File: config.mk
export PLATFORM = sky130hd
export DESIGN_NAME = cmc_mode_ctrl
export DESIGN_NICKNAME = d
export VERILOG_FILES = /design/src/verilog/cmc_pkg.sv /design/src/verilog/cmc_idle_detect.sv /design/src/verilog/cmc_mode_ctrl.sv
export SDC_FILE = /design/constraint.sdc
export NUM_CORES = 1
export LEC_CHECK = 0
export ABC_AREA = 1
export BUFFER_PORTS_ARGS = -buffer_cell sky130_fd_sc_hd__buf_2
export CAP_MARGIN = 0
export CORE_MARGIN = 1
export CORE_UTILIZATION = 35
export CTS_CLUSTER_DIAMETER = 80
export DETAILED_ROUTE_END_ITERATION = 7
export PLACE_DENSITY = 0.68
export SLEW_MARGIN = 20
export SYNTH_ARGS = -nofsm -noshare
export SYNTH_HDL_FRONTEND = slang
export SYNTH_SLANG_ARGS = --single-unit
File: constraint.sdc
create_clock -name clk_in -period 1.26 [get_ports clk_in]
set_input_delay 0.189 -clock clk_in [delete_from_list [all_inputs] [get_ports clk_in]]
set_output_delay 0.189 -clock clk_in [all_outputs]
set_load 0.01 [all_outputs]
File: src/verilog/cmc_pkg.sv
package cmc_pkg;

	// register map, byte addresses on the avalon slave
	localparam logic [3:0]  CTRL_ONE_ADDR   = 4'h0;
	localparam int          ADDR_W          = 4;
	localparam int          DATA_W          = 32;
	localparam int          REG_W           = 16;

	// field positions inside can_module_control_one
	localparam int          STOP_IDLE_BIT   = 13;
	localparam int          ABORT_ALL_BIT   = 12;
	localparam int          RESERVED_BIT    = 11;
	localparam int          REQ_OP_LSB      = 8;
	localparam int          CUR_OP_LSB      = 5;
	localparam int          CAPTURE_BIT     = 3;
	localparam int          VIEW_SEL_BIT    = 0;
	localparam int          OP_W            = 3;

	// reset value: both state fields at configuration, all else zero
	localparam logic [15:0] CTRL_ONE_RESET  = 16'h0480;
	localparam logic [31:0] READ_ZERO       = 32'h0000_0000;

	// bus idle needs this many consecutive recessive bits
	localparam int          IDLE_BITS       = 11;
	localparam int          IDLE_CNT_W      = 4;

	// operating states, codes follow declaration order 000..111
	typedef enum logic [2:0] {
		OP_NORMAL,
		OP_DISABLE,
		OP_LOOPBACK,
		OP_LISTEN_ONLY,
		OP_CONFIG,
		OP_RSVD_5,
		OP_RSVD_6,
		OP_LISTEN_ALL
	} cmc_opmode_t;

	localparam cmc_opmode_t OP_RESET        = OP_CONFIG;

endpackage : cmc_pkg
File: src/verilog/cmc_idle_detect.sv
`timescale 1ns/1ps

module cmc_idle_detect #(
	parameter int IDLE_BITS  = cmc_pkg::IDLE_BITS,
	parameter int CNT_W      = cmc_pkg::IDLE_CNT_W
) (
	// clock and reset
	input  wire logic clk_in,
	input  wire logic sys_rst_in,
	// sampled bus bit
	input  wire logic bit_tick_in,
	input  wire logic rx_bit_in,
	// idle indication
	output logic      bus_idle_out
);

	localparam logic [CNT_W-1:0] CNT_LIMIT = CNT_W'(IDLE_BITS);
	localparam logic [CNT_W-1:0] CNT_ONE   = CNT_W'(1);
	localparam logic [CNT_W-1:0] CNT_ZERO  = CNT_W'(0);

	logic [CNT_W-1:0] recessive_cnt_reg;
	logic [CNT_W-1:0] recessive_cnt_next;
	logic             bus_idle_reg;
	wire              cnt_full;

	assign cnt_full = (recessive_cnt_reg >= CNT_LIMIT);

	// a dominant bit restarts the count; the count saturates once idle
	always_comb
	begin
		recessive_cnt_next = recessive_cnt_reg;
		if (bit_tick_in)
		begin
			if (!rx_bit_in)
				recessive_cnt_next = CNT_ZERO;
			else if (!cnt_full)
				recessive_cnt_next = recessive_cnt_reg + CNT_ONE;
		end
	end

	always_ff @(posedge clk_in)
	begin
		if (sys_rst_in)
		begin
			recessive_cnt_reg <= CNT_ZERO;
			bus_idle_reg      <= 1'b0;
		end
		else
		begin
			recessive_cnt_reg <= recessive_cnt_next;
			bus_idle_reg      <= (recessive_cnt_next >= CNT_LIMIT);
		end
	end

	assign bus_idle_out = bus_idle_reg;

endmodule : cmc_idle_detect

File: src/verilog/cmc_mode_ctrl.sv
// What this block does
// - stop-in-idle set halts module during cpu idle
// - software sets abort-all, hardware clears when done
// - request codes 001 to 100 select disable..configuration
// - current-state field reports the state in effect
// - capture enable turns received messages into capture events
// - view select: one filters, zero buffers
// - state changes wait for eleven recessive bits, except changes out of disable or configuration, which happen at once
// - request 000 selects normal transmit and receive
// - request 111 selects listen-all, errors ignored
//
// The register addresses and register access over Avalon-MM were decided locally.
`timescale 1ns/1ps

module cmc_mode_ctrl #(
	parameter int IDLE_BITS = cmc_pkg::IDLE_BITS
) (
	// clock and reset
	input  wire logic        clk_in,
	input  wire logic        sys_rst_in,
	// avalon-mm slave
	input  wire logic [3:0]  avs_address_in,
	input  wire logic        avs_read_in,
	input  wire logic        avs_write_in,
	input  wire logic [31:0] avs_writedata_in,
	input  wire logic [3:0]  avs_byteenable_in,
	output logic      [31:0] avs_readdata_out,
	output logic             avs_waitrequest_out,
	// protocol engine status
	input  wire logic        bit_tick_in,
	input  wire logic        rx_bit_in,
	input  wire logic        tx_busy_in,
	input  wire logic        tx_all_aborted_in,
	input  wire logic        rx_msg_done_in,
	// system status
	input  wire logic        cpu_idle_in,
	// engine controls
	output logic             module_halt_out,
	output logic             abort_all_transmits_out,
	output logic             capture_event_out,
	output logic             register_view_select_out,
	output logic      [2:0]  current_operating_state_out,
	output logic             tx_enable_out,
	output logic             rx_enable_out,
	output logic             send_ack_errors_out,
	output logic             loopback_out,
	output logic             listen_all_out,
	output logic             pins_to_can_out
);

	// true while the module is off the bus and may switch at once
	function automatic logic is_offline(input cmc_pkg::cmc_opmode_t m);
		is_offline = (m == cmc_pkg::OP_DISABLE) || (m == cmc_pkg::OP_CONFIG);
	endfunction : is_offline

	// reserved request codes are never adopted
	function automatic logic is_reserved(input cmc_pkg::cmc_opmode_t m);
		is_reserved = (m == cmc_pkg::OP_RSVD_5) || (m == cmc_pkg::OP_RSVD_6);
	endfunction : is_reserved

	// register state
	logic                 stop_in_cpu_idle_reg;
	logic                 abort_all_transmits_reg;
	cmc_pkg::cmc_opmode_t requested_operating_state_reg;
	cmc_pkg::cmc_opmode_t current_operating_state_reg;
	logic                 rx_timestamp_capture_enable_reg;
	logic                 register_view_select_reg;

	// bus slave state
	logic                 waitrequest_reg;
	logic [31:0]          readdata_reg;

	// registered outputs
	logic                 module_halt_reg;
	logic                 capture_event_reg;
	logic                 tx_enable_reg;
	logic                 rx_enable_reg;
	logic                 send_ack_errors_reg;
	logic                 loopback_reg;
	logic                 listen_all_reg;
	logic                 pins_to_can_reg;

	// next values
	logic                 stop_in_cpu_idle_next;
	logic                 abort_all_transmits_next;
	cmc_pkg::cmc_opmode_t requested_operating_state_next;
	cmc_pkg::cmc_opmode_t current_operating_state_next;
	logic                 rx_timestamp_capture_enable_next;
	logic                 register_view_select_next;

	// decode wires
	wire                  bus_idle;
	wire                  req_active;
	wire                  addr_hit;
	wire                  wr_commit;
	wire                  wr_lo;
	wire                  wr_hi;
	wire                  mode_pending;
	wire                  mode_accept;
	wire [15:0]           ctrl_one_view;
	wire [31:0]           read_value;
	wire [2:0]            wr_req_code;

	cmc_idle_detect #(
		.IDLE_BITS (IDLE_BITS),
		.CNT_W     (cmc_pkg::IDLE_CNT_W)
	) u_idle_detect (
		.clk_in       (clk_in),
		.sys_rst_in   (sys_rst_in),
		.bit_tick_in  (bit_tick_in),
		.rx_bit_in    (rx_bit_in),
		.bus_idle_out (bus_idle)
	);

	// one wait cycle, then a single low cycle at which the access completes
	assign req_active = avs_read_in || avs_write_in;
	assign addr_hit   = (avs_address_in == cmc_pkg::CTRL_ONE_ADDR);
	assign wr_commit  = avs_write_in && !waitrequest_reg && addr_hit;
	assign wr_lo      = wr_commit && avs_byteenable_in[0];
	assign wr_hi      = wr_commit && avs_byteenable_in[1];
	assign wr_req_code = avs_writedata_in[cmc_pkg::REQ_OP_LSB +: cmc_pkg::OP_W];

	// unimplemented and reserved bits read zero
	assign ctrl_one_view = {
		2'b00,
		stop_in_cpu_idle_reg,
		abort_all_transmits_reg,
		1'b0,
		requested_operating_state_reg,
		current_operating_state_reg,
		1'b0,
		rx_timestamp_capture_enable_reg,
		2'b00,
		register_view_select_reg
	};

	// unmapped addresses answer with zero so the master never hangs
	assign read_value = addr_hit ? {16'h0000, ctrl_one_view} : cmc_pkg::READ_ZERO;

	// entering configuration is refused while a frame is being sent
	assign mode_pending = (requested_operating_state_reg != current_operating_state_reg);
	assign mode_accept  = mode_pending
		&& !is_reserved(requested_operating_state_reg)
		&& (is_offline(current_operating_state_reg) || bus_idle)
		&& !((requested_operating_state_reg == cmc_pkg::OP_CONFIG) && tx_busy_in);

	always_comb
	begin
		stop_in_cpu_idle_next            = stop_in_cpu_idle_reg;
		requested_operating_state_next   = requested_operating_state_reg;
		rx_timestamp_capture_enable_next = rx_timestamp_capture_enable_reg;
		register_view_select_next        = register_view_select_reg;
		if (wr_hi)
		begin
			stop_in_cpu_idle_next          = avs_writedata_in[cmc_pkg::STOP_IDLE_BIT];
			requested_operating_state_next = cmc_pkg::cmc_opmode_t'(wr_req_code);
		end
		if (wr_lo)
		begin
			rx_timestamp_capture_enable_next = avs_writedata_in[cmc_pkg::CAPTURE_BIT];
			register_view_select_next        = avs_writedata_in[cmc_pkg::VIEW_SEL_BIT];
		end
	end

	// a software set in the same cycle as the hardware clear keeps the bit set
	always_comb
	begin
		abort_all_transmits_next = abort_all_transmits_reg;
		if (tx_all_aborted_in)
			abort_all_transmits_next = 1'b0;
		if (wr_hi && avs_writedata_in[cmc_pkg::ABORT_ALL_BIT])
			abort_all_transmits_next = 1'b1;
	end

	always_comb
	begin
		current_operating_state_next = current_operating_state_reg;
		if (mode_accept)
			current_operating_state_next = requested_operating_state_reg;
	end

	always_ff @(posedge clk_in)
	begin
		if (sys_rst_in)
		begin
			stop_in_cpu_idle_reg            <= 1'b0;
			abort_all_transmits_reg         <= 1'b0;
			requested_operating_state_reg   <= cmc_pkg::OP_RESET;
			current_operating_state_reg     <= cmc_pkg::OP_RESET;
			rx_timestamp_capture_enable_reg <= 1'b0;
			register_view_select_reg        <= 1'b0;
		end
		else
		begin
			stop_in_cpu_idle_reg            <= stop_in_cpu_idle_next;
			abort_all_transmits_reg         <= abort_all_transmits_next;
			requested_operating_state_reg   <= requested_operating_state_next;
			current_operating_state_reg     <= current_operating_state_next;
			rx_timestamp_capture_enable_reg <= rx_timestamp_capture_enable_next;
			register_view_select_reg        <= register_view_select_next;
		end
	end

	always_ff @(posedge clk_in)
	begin
		if (sys_rst_in)
		begin
			waitrequest_reg <= 1'b1;
			readdata_reg    <= cmc_pkg::READ_ZERO;
		end
		else
		begin
			waitrequest_reg <= !(req_active && waitrequest_reg);
			if (req_active && waitrequest_reg)
				readdata_reg <= read_value;
		end
	end

	always_ff @(posedge clk_in)
	begin
		if (sys_rst_in)
		begin
			module_halt_reg   <= 1'b0;
			capture_event_reg <= 1'b0;
		end
		else
		begin
			module_halt_reg   <= stop_in_cpu_idle_reg && cpu_idle_in;
			capture_event_reg <= rx_timestamp_capture_enable_reg && rx_msg_done_in;
		end
	end

	// per-state pin and engine controls follow the state in effect
	always_ff @(posedge clk_in)
	begin
		if (sys_rst_in)
		begin
			tx_enable_reg       <= 1'b0;
			rx_enable_reg       <= 1'b0;
			send_ack_errors_reg <= 1'b0;
			loopback_reg        <= 1'b0;
			listen_all_reg      <= 1'b0;
			pins_to_can_reg     <= 1'b0;
		end
		else
		begin
			tx_enable_reg       <= 1'b0;
			rx_enable_reg       <= 1'b0;
			send_ack_errors_reg <= 1'b0;
			loopback_reg        <= 1'b0;
			listen_all_reg      <= 1'b0;
			pins_to_can_reg     <= 1'b0;
			unique case (current_operating_state_reg)
				cmc_pkg::OP_NORMAL:
				begin
					tx_enable_reg       <= 1'b1;
					rx_enable_reg       <= 1'b1;
					send_ack_errors_reg <= 1'b1;
					pins_to_can_reg     <= 1'b1;
				end
				cmc_pkg::OP_LOOPBACK:
				begin
					tx_enable_reg <= 1'b1;
					rx_enable_reg <= 1'b1;
					loopback_reg  <= 1'b1;
				end
				cmc_pkg::OP_LISTEN_ONLY:
				begin
					rx_enable_reg   <= 1'b1;
					pins_to_can_reg <= 1'b1;
				end
				cmc_pkg::OP_LISTEN_ALL:
				begin
					rx_enable_reg   <= 1'b1;
					listen_all_reg  <= 1'b1;
					pins_to_can_reg <= 1'b1;
				end
				// disable and configuration keep everything off the bus
				cmc_pkg::OP_DISABLE, cmc_pkg::OP_CONFIG:
				begin
					tx_enable_reg <= 1'b0;
				end
				// reserved codes cannot be adopted as the state in effect
				default:
				begin
					tx_enable_reg <= 1'b0;
				end
			endcase
		end
	end

	assign avs_readdata_out            = readdata_reg;
	assign avs_waitrequest_out         = waitrequest_reg;
	assign module_halt_out             = module_halt_reg;
	assign abort_all_transmits_out     = abort_all_transmits_reg;
	assign capture_event_out           = capture_event_reg;
	assign register_view_select_out    = register_view_select_reg;
	assign current_operating_state_out = current_operating_state_reg;
	assign tx_enable_out               = tx_enable_reg;
	assign rx_enable_out               = rx_enable_reg;
	assign send_ack_errors_out         = send_ack_errors_reg;
	assign loopback_out                = loopback_reg;
	assign listen_all_out              = listen_all_reg;
	assign pins_to_can_out             = pins_to_can_reg;

endmodule : cmc_mode_ctrl

==> metrics.md, run 1 <==
| Metric | Value |
|---|---|
| # rows | 23 |
| Sequential share of the synthesized area | a little under half |
| Hold Crit Depth | 3 |
| Ports | 96 |
| Pwr dens | 1251 nW/um2 |
| Async S/R FF share, synth | 0% |
| R2R Path Start | u_idle_detect.recessive_cnt_reg[0] |
| CTS tree | done |
| Hpwl dp | roughly 2300 um |
| Routed via count | 1,333 |
| Placed Instances | between 200 and 300 |
| Via density | 4.385 |
| Hold Vio Cnt, Final | 0 |
| Clk_skew | between 5 and 6 ps |
| First-pass GRT wire length | just over 5000 um |
| Syn avg cell area | 7.674 um2 |
| First DRT Iteration DRCs | 30 |
| Total Die Area | 4541 um2 |
| CTS root buf | clkbuf_8 |
| Total Power | 2.384 mW |
| Worst Path Arrival | 1400 ps |
| FF+latch count, synth | 34 |
| Routed length per instance | 10.07 um |
| Number of H-tree levels | 2 |
| Die Height | 67.39 um |
| Gr usage total | roughly 16% |
| Slowest stage delay, CP | 340 ps |
| CP bufs+invs | 0 |
| Max-slew violation count | 0 |
| Clk buf depth | 2 |
| Fill cells | 404 |
| Sw Share | 27.91% |
| # diodes | 0 |
| Final setup vio count | 0 |
| # clock sinks | 34 |
| Post-synth top flop | dfxtp_1 |
| Net Sw Power | 0.6654 mW |
| Worst r2r path cells | 8 |
| HP Start | avs_writedata_in[10] |
| Reg2reg setup slack | slightly below 80 ps |
| Worst path top cell family by delay | simple AND/OR/NAND/NOR gates |
| DRC violations left | 0 |
| Number of port buffers | 46 |
| DP Area | 1752 um2 |
| Min Tclk post-route | 1183 ps |
| Startpoint class of the critical path | flip-flop |
| Internal | 1.718 mW |
| Final core occ | a little under half |
| Layout overhead on the synthesized area | 27.34% |
| Maximum vdd drop | 0.4535 mV |
| Maximum net fanout on the critical path | 4 |
| Placer Congestion | around 0.73 |
| Post-Layout Cell Count | 304 |
| Number of global-route vias before repair | 1,212 |
| Detail Route Antenna Nets | 0 |
| Leak | around 1 nW |
| Hold Crit Class | input pin to flip-flop |
| Clock latency on the worst-skew pair | approximately 280 ps |
| Post-synthesis cell count | 195 |
| Hold EP | requested_operating_state_reg[2] |
| Gr ovfl total | 0 |
| Status | finished, final reports clean |
| Critical-path top delay cell | dfxtp_2 |
| Cts hold-fix bufs | 0 |
| Crit path kind | flip-flop to flip-flop |
| Total wire length | ~3100 um |
| Setup ws final | 77.45 ps |
| Worst slack at placement | 33.42 ps |
| Initial DRT Pass Iterations | 5 |
| Initial antenna violation count | 0 |
| Clock-pin slew on the worst setup and hold paths | 70 ps |
| Max reg flops | 10 |
| Initial core utilization | 36.88% |
| Layout cells sized above 1 | 35.04% |
| Number of flops mapped to enable cells by yosys | 0 |
| Crit path cell chain | ha_4 > nor2_4 > nand2_4 > nand3_2 > nand2_2 > nor2_2 > nand2_1 > a21oi_1 |
| CP Capture Type | flip-flop |
| Setup TNS | 0 ps |
| Seq pwr share | between 40% and 50% |
| Comb pwr share | 17.4% |
| Die X | 67.39 um |
| Core area | 4058 um2 |
| Clock share of power | 34.5% |
| Synth warnings | 0 |
| Design Area, Final | between 1500 and 2000 um2 |
| TritonCTS Buffers | 5 |
| FMAX | 0.8456 GHz |
| Hold WS | 116.8 ps |
| Worst reg2reg endpoint | u_idle_detect.bus_idle_out |
| Final Cycle Share | 93.85% |
| Final #Nets | 304 |
| Library cells used by synthesis | 24 |
| Largest net degree at the start of global routing | 17 |
| Mapped Area | 1496 um2 |
| WP data required | 1480 ps |
| Max cap viols | 0 |
==> placed cells by master, fill, tap and decap left out, drive strengths merged, types with 5 or more instances in the layout <==
| cell type | n |
|---|---|
| a22oi | 8 |
| a21oi | 5 |
| clkbuf | 6 |
| dfxtp | 34 |
| o21ai | 7 |
| conb | 22 |
| buf | 56 |
| inv | 18 |
| nand2 | 39 |
| nor2 | 33 |
| nand3 | 15 |
==> layer usage <==
| metal | vias to the layer above | wire [um] | track usage [%] |
|---|---|---|---|
| met3 | 5 | 215 | 5.912 |
| met2 | 48 | 1504 | 26.63 |
| li1 | 691 | - | - |
| met5 | - | 0 | 0 |
| met4 | 0 | 35 | 6.383 |
| met1 | 589 | 1304 | 17.27 |
==> final cells by class <==
| type | count | area, um2 | area share [%] |
|---|---|---|---|
| well taps | 50 | 62.56 | 3.283 |
| inverters | 18 | 67.56 | 3.546 |
| flip-flops and latches | 34 | 685.7 | 35.98 |
| repair buffers | 56 | 305.3 | 16.02 |
| multi-input cells | 138 | 689.4 | 36.18 |
| clock inverters | 2 | 12.51 | 0.6566 |
| clock buffers | 6 | 82.58 | 4.334 |
==> synth_stat cells (2+ instances only) <==
master,n,area (um2)
nand2_1,36,135.1
nand2_2,3,18.77
buf_2,3,15.01
inv_1,14,52.55
nand3_2,2,20.02
buf_4,22,165.2
a22oi_1,8,60.06
dfxtp_1,34,680.7
nand3_1,13,65.06
a21oi_1,5,25.02
nor2_1,31,116.4
o21ai_0,6,30.03
inv_2,4,15.01
nand4_1,3,18.77
xnor2_1,2,17.52
==> logic make-up (layout without fill, tap and decap cells) <==
group	Yosys count	after routing	share of synthesized area [%]
DFF	34	34	45.48
AOI/OAI and AO/OA	20	20	8.026
adders and majority gates	1	1	0.8360
buffers and inverters	44	82	16.81
other	1	22	0.2506
and+or+nand+nor	93	93	27.43
xor gates and xnor gates	2	2	1.171
==> worst max-delay path by stage <==
| stage | to | slack (ps) | cells past startpoint | startpoint |
|---|---|---|---|---|
| floorplan | current_operating_state_out[1] | 150 | 8 | current_operating_state_out[2] |
| global placement | abort_all_transmits_out | 50 | 8 | avs_address_in[1] |
| detailed placement | requested_operating_state_reg[0] | 30 | 7 | avs_address_in[0] |
| CTS | u_idle_detect.bus_idle_out | 50 | 7 | u_idle_detect.recessive_cnt_reg[0] |
| global route | u_idle_detect.bus_idle_out | -10 | 8 | u_idle_detect.recessive_cnt_reg[0] |
| finish | u_idle_detect.bus_idle_out | 80 | 8 | u_idle_detect.recessive_cnt_reg[0] |
==> power groups by stage <==
| stage | Clock (mW) | Combinational, mW | Sequential (mW) |
|---|---|---|---|
| finish | 0.823 | 0.414 | 1.15 |
| global route | 0.896 | 0.481 | 1.15 |
| CTS | 0.854 | 0.395 | 1.14 |
| detailed placement | 0 | 0.393 | 1.17 |
| global placement | 0 | 0.387 | 1.16 |
| floorplan | 0 | 0.293 | 1.18 |
==> worst reg2reg max path, cell delays in order (launching register included) <==
cell,delay [ps]
dfxtp_2,340
ha_4,170
nor2_4,120
nand2_4,70
nand3_2,80
nand2_2,60
nor2_2,100
nand2_1,60
a21oi_1,130
==> repair_timing <==
item                       CTS  global route
buffers inserted             0             1
gates resized for setup      0            16
setup endpoints to repair    0             9
(Power assumes the default switching activity.)
==> run 2: changes to the inputs <==
==> constraint.sdc (replaced) <==
create_clock -name clk_in -period 1.26 [get_ports clk_in]
set_input_delay 0.126 -clock clk_in [delete_from_list [all_inputs] [get_ports clk_in]]
set_output_delay 0.126 -clock clk_in [all_outputs]
set_load 0.01 [all_outputs]
==> metrics.md, run 2 (synthesized netlist as in run 1, its figures left out) <==
| Metric | Value |
|---|---|
| Status | finished, final reports clean |
| Routed length per instance | 10.09 um |
| CTS root buf | clkbuf_8 |
| Die Height | 67.39 um |
| R2R Path Start | u_idle_detect.recessive_cnt_reg[0] |
| Clk buf depth | 2 |
| # rows | 23 |
| Clock-pin slew on the worst setup and hold paths | roughly 70 ps |
| Fill cells | 420 |
| Routed via count | 1,314 |
| Hold Crit Depth | 3 |
| Detail Route Antenna Nets | 0 |
| Maximum vdd drop | 0.6038 mV |
| Layout cells sized above 1 | 33.33% |
| Setup TNS | 0 ps |
| Slowest stage delay, CP | approximately 320 ps |
| CTS tree | done |
| Total Die Area | 4541 um2 |
| # diodes | 0 |
| HP Start | rx_msg_done_in |
| Worst reg2reg endpoint | u_idle_detect.bus_idle_out |
| Core area | 4058 um2 |
| Hold EP | capture_event_out |
| Most frequent CP cell | nand2_1 |
| Worst r2r path cells | 8 |
| Sw Share | 28.35% |
| Max cap viols | 0 |
| Critical-path top delay cell | dfxtp_1 |
| WP data required | 1480 ps |
| Max-slew violation count | 0 |
| CP bufs+invs | 0 |
| Max reg flops | 10 |
| Crit path cell chain | ha_2 > nor2_2 > nand2_2 > nand3_2 > nand2_1 > nor2_1 > nand2_1 > a21oi_1 |
| Number of port buffers | 46 |
| Hpwl dp | 2315 um |
| Number of H-tree levels | 2 |
| Cts hold-fix bufs | 0 |
| Most frequent cells in the layout | buf_2, nand2_1, dfxtp_1, nor2_1, conb_1 |
| Worst path top cell family by delay | simple AND/OR/NAND/NOR gates |
| Die X | 67.39 um |
| Reg2reg setup slack | 90 ps |
| Seq pwr share | 49.9% |
| FMAX | 0.8539 GHz |
| Hold Vio Cnt, Final | 0 |
| Initial DRT Pass Iterations | 4 |
| Clock latency on the worst-skew pair | 290 ps |
| DRC violations left | 0 |
| Number of global-route vias before repair | between 1,000 and 1,500 |
| Final #Nets | 303 |
| Initial antenna violation count | 0 |
| Hold Crit Class | input pin to flip-flop |
| Post-Layout Cell Count | just over 300 |
| # clock sinks | 34 |
| Gr usage total | between 10% and 20% |
| Clk_skew | 3.262 ps |
| Crit path kind | flip-flop to flip-flop |
| Placer Congestion | approximately 0.74 |
| Comb pwr share | 17.5% |
| Unrepaired setup endpoints after global routing | no |
| Clock share of power | 32.6% |
| Startpoint class of the critical path | flip-flop |
| Leak | 0.9725 nW |
| Gr ovfl total | 0 |
| Initial core utilization | 36.88% |
| Final Cycle Share | 92.94% |
| Maximum net fanout on the critical path | 4 |
| Largest net degree at the start of global routing | 17 |
| Net Sw Power | 0.6497 mW |
| Layout overhead on the synthesized area | 24.00% |
| Commonest non-fill, non-tap cell in the layout | buf_2 |
| TritonCTS Buffers | 5 |
| Worst Path Arrival | 1390 ps |
| Placed Instances | 295 |
| First-pass GRT wire length | 5140 um |
| Final setup vio count | 0 |
| Internal | around 1.6 mW |
| First DRT Iteration DRCs | 49 |
| CP Capture Type | flip-flop |
| Pwr dens | approximately 1200 nW/um2 |
| Via density | 4.351 |
| Total wire length | 3047 um |
| Ports | 96 |
| Min Tclk post-route | 1171 ps |
==> run 2: routing by layer <==
metal	GRT usage, %	up-vias	wire, um
li1	-	692	-
met1	17.78	567	1343
met2	25.62	48	1427
met3	5.405	7	217
met4	8.777	0	59
met5	0	-	0
==> run 2: worst register-to-register path, delay by kind of cell (launching register included) <==
family	cells	cell delay, ps
compound gates	1	110
fa+ha+maj	1	190
flops	1	320
simple gates	6	480
==> run 2: area by class of cell <==
| type | count | area, um2 | area share [%] |
|---|---|---|---|
| clock inverter | 2 | 10.01 | 0.5394 |
| sequential | 34 | 684.4 | 36.88 |
| clock buffer | 5 | 68.82 | 3.709 |
| inverter | 18 | 67.56 | 3.641 |
| timing repair buffer | 55 | 297.8 | 16.05 |
| multi-input combinational | 138 | 664.4 | 35.81 |
| tap | 50 | 62.56 | 3.372 |
==> run 2: timing repair <==
action                                  in CTS  in global routing
resized for setup                            0                 10
endpoints found under the setup margin       0                  8
buffers inserted                             0                  0
==> run 2: power by group through the flow <==
| stage | Sequential, mW | Combinational (mW) | Clock [mW] |
|---|---|---|---|
| final | 1.14 | 0.400 | 0.748 |
| after global routing | 1.15 | 0.463 | 0.820 |
| after CTS | 1.14 | 0.396 | 0.778 |
| after detailed placement | 1.17 | 0.395 | 0 |
| after global placement | 1.16 | 0.389 | 0 |
| after floorplan | 1.18 | 0.293 | 0 |
==> run 2: worst max path at each step <==
| stage | startpoint | end | slack (ps) | cells past startpoint |
|---|---|---|---|---|
| finish | u_idle_detect.recessive_cnt_reg[0] | u_idle_detect.bus_idle_out | 90 | 8 |
| global route | u_idle_detect.recessive_cnt_reg[0] | u_idle_detect.bus_idle_out | 7 | 8 |
| CTS | u_idle_detect.recessive_cnt_reg[0] | u_idle_detect.bus_idle_out | 60 | 7 |
| detailed placement | u_idle_detect.recessive_cnt_reg[0] | u_idle_detect.bus_idle_out | 70 | 7 |
| global placement | u_idle_detect.recessive_cnt_reg[0] | u_idle_detect.bus_idle_out | 100 | 7 |
| floorplan | current_operating_state_out[2] | current_operating_state_out[1] | 150 | 8 |
==> run 2: metrics by stage <==
step	utilization (%)	hold slack (ps)	power [mW]	area (um2)	setup slack, ps
floorplan	-	239.2	1.472	1575	152.4
global placement	43.17	343.1	1.554	1752	98.59
detailed placement	43.17	342.9	1.561	1752	68.71
global route	45.73	65.44	2.432	1856	6.520
finish	45.73	51.32	2.292	1856	88.90
CTS	45.11	38.83	2.315	1831	61.37
==> run 3: changes to the inputs <==
==> constraint.sdc (replaced) <==
create_clock -name clk_in -period 1.26 [get_ports clk_in]
set_input_delay 0.315 -clock clk_in [delete_from_list [all_inputs] [get_ports clk_in]]
set_output_delay 0.315 -clock clk_in [all_outputs]
set_load 0.01 [all_outputs]
==> metrics.md, run 3 (synthesized netlist as in run 1, its figures left out) <==
| Metric | Value |
|---|---|
| Initial antenna violation count | 0 |
| Initial DRT Pass Iterations | 4 |
| GR Util met2 | 26.38% |
| Startpoint class of the critical path | flip-flop |
| Largest net degree at the start of global routing | 16 |
| Maximum vdd drop | roughly 0.63 mV |
| Initial core utilization | 36.88% |
| Unrepaired setup endpoints after global routing | yes |
| Max reg flops | 10 |
| Ports | 96 |
| Most frequent cells in the layout | buf_2, nand2_1, nor2_1, dfxtp_1, conb_1 |
| TritonCTS Buffers | 5 |
| Placer Congestion | 0.7682 |
| Seq pwr share | between 40% and 50% |
| Gr ovfl total | 0 |
| Final setup vio count | 0 |
| Clock share of power | 32.4% |
| Worst Path Arrival | roughly 910 ps |
| Hpwl dp | about 2300 um |
| Total Die Area | 4541 um2 |
| Core area | 4058 um2 |
| Met3 usage | 4.561% |
| Number of port buffers | 46 |
| CTS tree | done |
| Total wire length | 3135 um |
| Gr usage total | 15.87% |
| Number of global-route vias before repair | 1,194 |
| Final Cycle Share | 97.31% |
| Hold Crit Class | input pin to flip-flop |
| Detail Route Antenna Nets | 0 |
| Max-slew violation count | 0 |
| Net Sw Power | 0.6734 mW |
| Total Power | 2.338 mW |
| CTS root buf | clkbuf_8 |
| Met1 Usage GRT | 18.18% |
| First-pass GRT wire length | 5292 um |
| Worst slack at placement | -81.18 ps |
| Max cap viols | 0 |
| Commonest non-fill, non-tap cell in the layout | buf_2 |
| Clk buf depth | 2 |
| FMAX | 0.8156 GHz |
| Leak | 0.9920 nW |
| Number of H-tree levels | 2 |
| Final #Nets | 304 |
| CP Capture Type | primary output |
| Min Tclk post-route | around 1200 ps |
| Clock latency on the worst-skew pair | 280 ps |
| Maximum net fanout on the critical path | 6 |
| Pwr dens | 1217 nW/um2 |
| Hold WS | between 200 and 250 ps |
| DRC violations left | 0 |
| Setup ws final | roughly 34 ps |
| Via density | 4.429 |
| Hold Vio Cnt, Final | 0 |
| Routed length per instance | 10.35 um |
| # clock sinks | 34 |
| Clock-pin slew on the worst setup and hold paths | approximately 70 ps |
| # rows | 23 |
| First DRT Iteration DRCs | 46 |
| Routed via count | approximately 1,300 |
| Sw Share | around 29% |
| Cts hold-fix bufs | 0 |
| Status | finished, final reports clean |
| Die Height | 67.39 um |
| Die X | 67.39 um |
| Final core occ | 47.36% |
| Top Usage Layer GRT | met2 |
| Comb pwr share | 18.5% |
| Layout cells sized above 1 | 35.18% |
| Internal | 1.665 mW |
| WP data required | roughly 940 ps |
| Crit path kind | flip-flop to primary output |
| # diodes | 0 |
| Clk_skew | approximately 1.8 ps |
| Layout overhead on the synthesized area | 28.43% |
[run 3: layer usage]
metal	share of wire, %	vias to the layer above
li1	-	691
met2	47	53
met3	6.7	12
met5	0	-
met4	2.3	0
met1	44	586
[run 3: critical path, stage by stage, from the launching register on]
cell and delay (ps):
dfxtp_4 360, buf_4 130, buf_2 130
[run 3: per-stage QoR]
stage / instance area (um2) / std cells / TNS, ps
3_5_place_dp: 1764 / 295 / -415.6
6_report: 1922 / 303 / 0
4_1_cts: 1846 / 302 / 0
2_1_floorplan: 1575 / 216 / 0
5_1_grt: 1922 / 303 / -18.62
3_3_place_gp: 1764 / 295 / -340.6
[run 3: area by class of cell]
type | instances | area (um2)
Fill cell | 422 | 2136
Clock buffer | 5 | 68.82
Tap cell | 50 | 62.56
Clock inverter | 2 | 10.01
Multi-Input combinational cell | 138 | 690.7
Timing Repair Buffer | 56 | 330.3
Sequential cell | 34 | 691.9
Inverter | 18 | 67.56
[run 3: timing repair]
item | 4_1_cts | 5_1_grt
endpoints found under the setup margin | 2 | 12
gates cloned | 0 | 0
buffers inserted | 0 | 1
pin swaps | 0 | 6
gates resized for setup | 2 | 17
[run 3: final timing paths]
check | start | endpoint | slack, ps | cells past startpoint
worst max-delay path | current_operating_state_out[0] | current_operating_state_out[0] | 30 | 2
worst min-delay path | rx_msg_done_in | capture_event_out | 240 | 3
worst max register to register | u_idle_detect.recessive_cnt_reg[1] | u_idle_detect.bus_idle_out | 70 | 8
worst min register to register | rx_timestamp_capture_enable_reg | capture_event_out | 450 | 2
[run 3: power groups by stage]
stage | Combinational (mW) | Sequential, mW | Clock, mW
2_1_floorplan | 0.293 | 1.18 | 0
3_3_place_gp | 0.384 | 1.17 | 0
3_5_place_dp | 0.390 | 1.17 | 0
4_1_cts | 0.391 | 1.15 | 0.782
5_1_grt | 0.493 | 1.15 | 0.832
6_report | 0.432 | 1.15 | 0.757
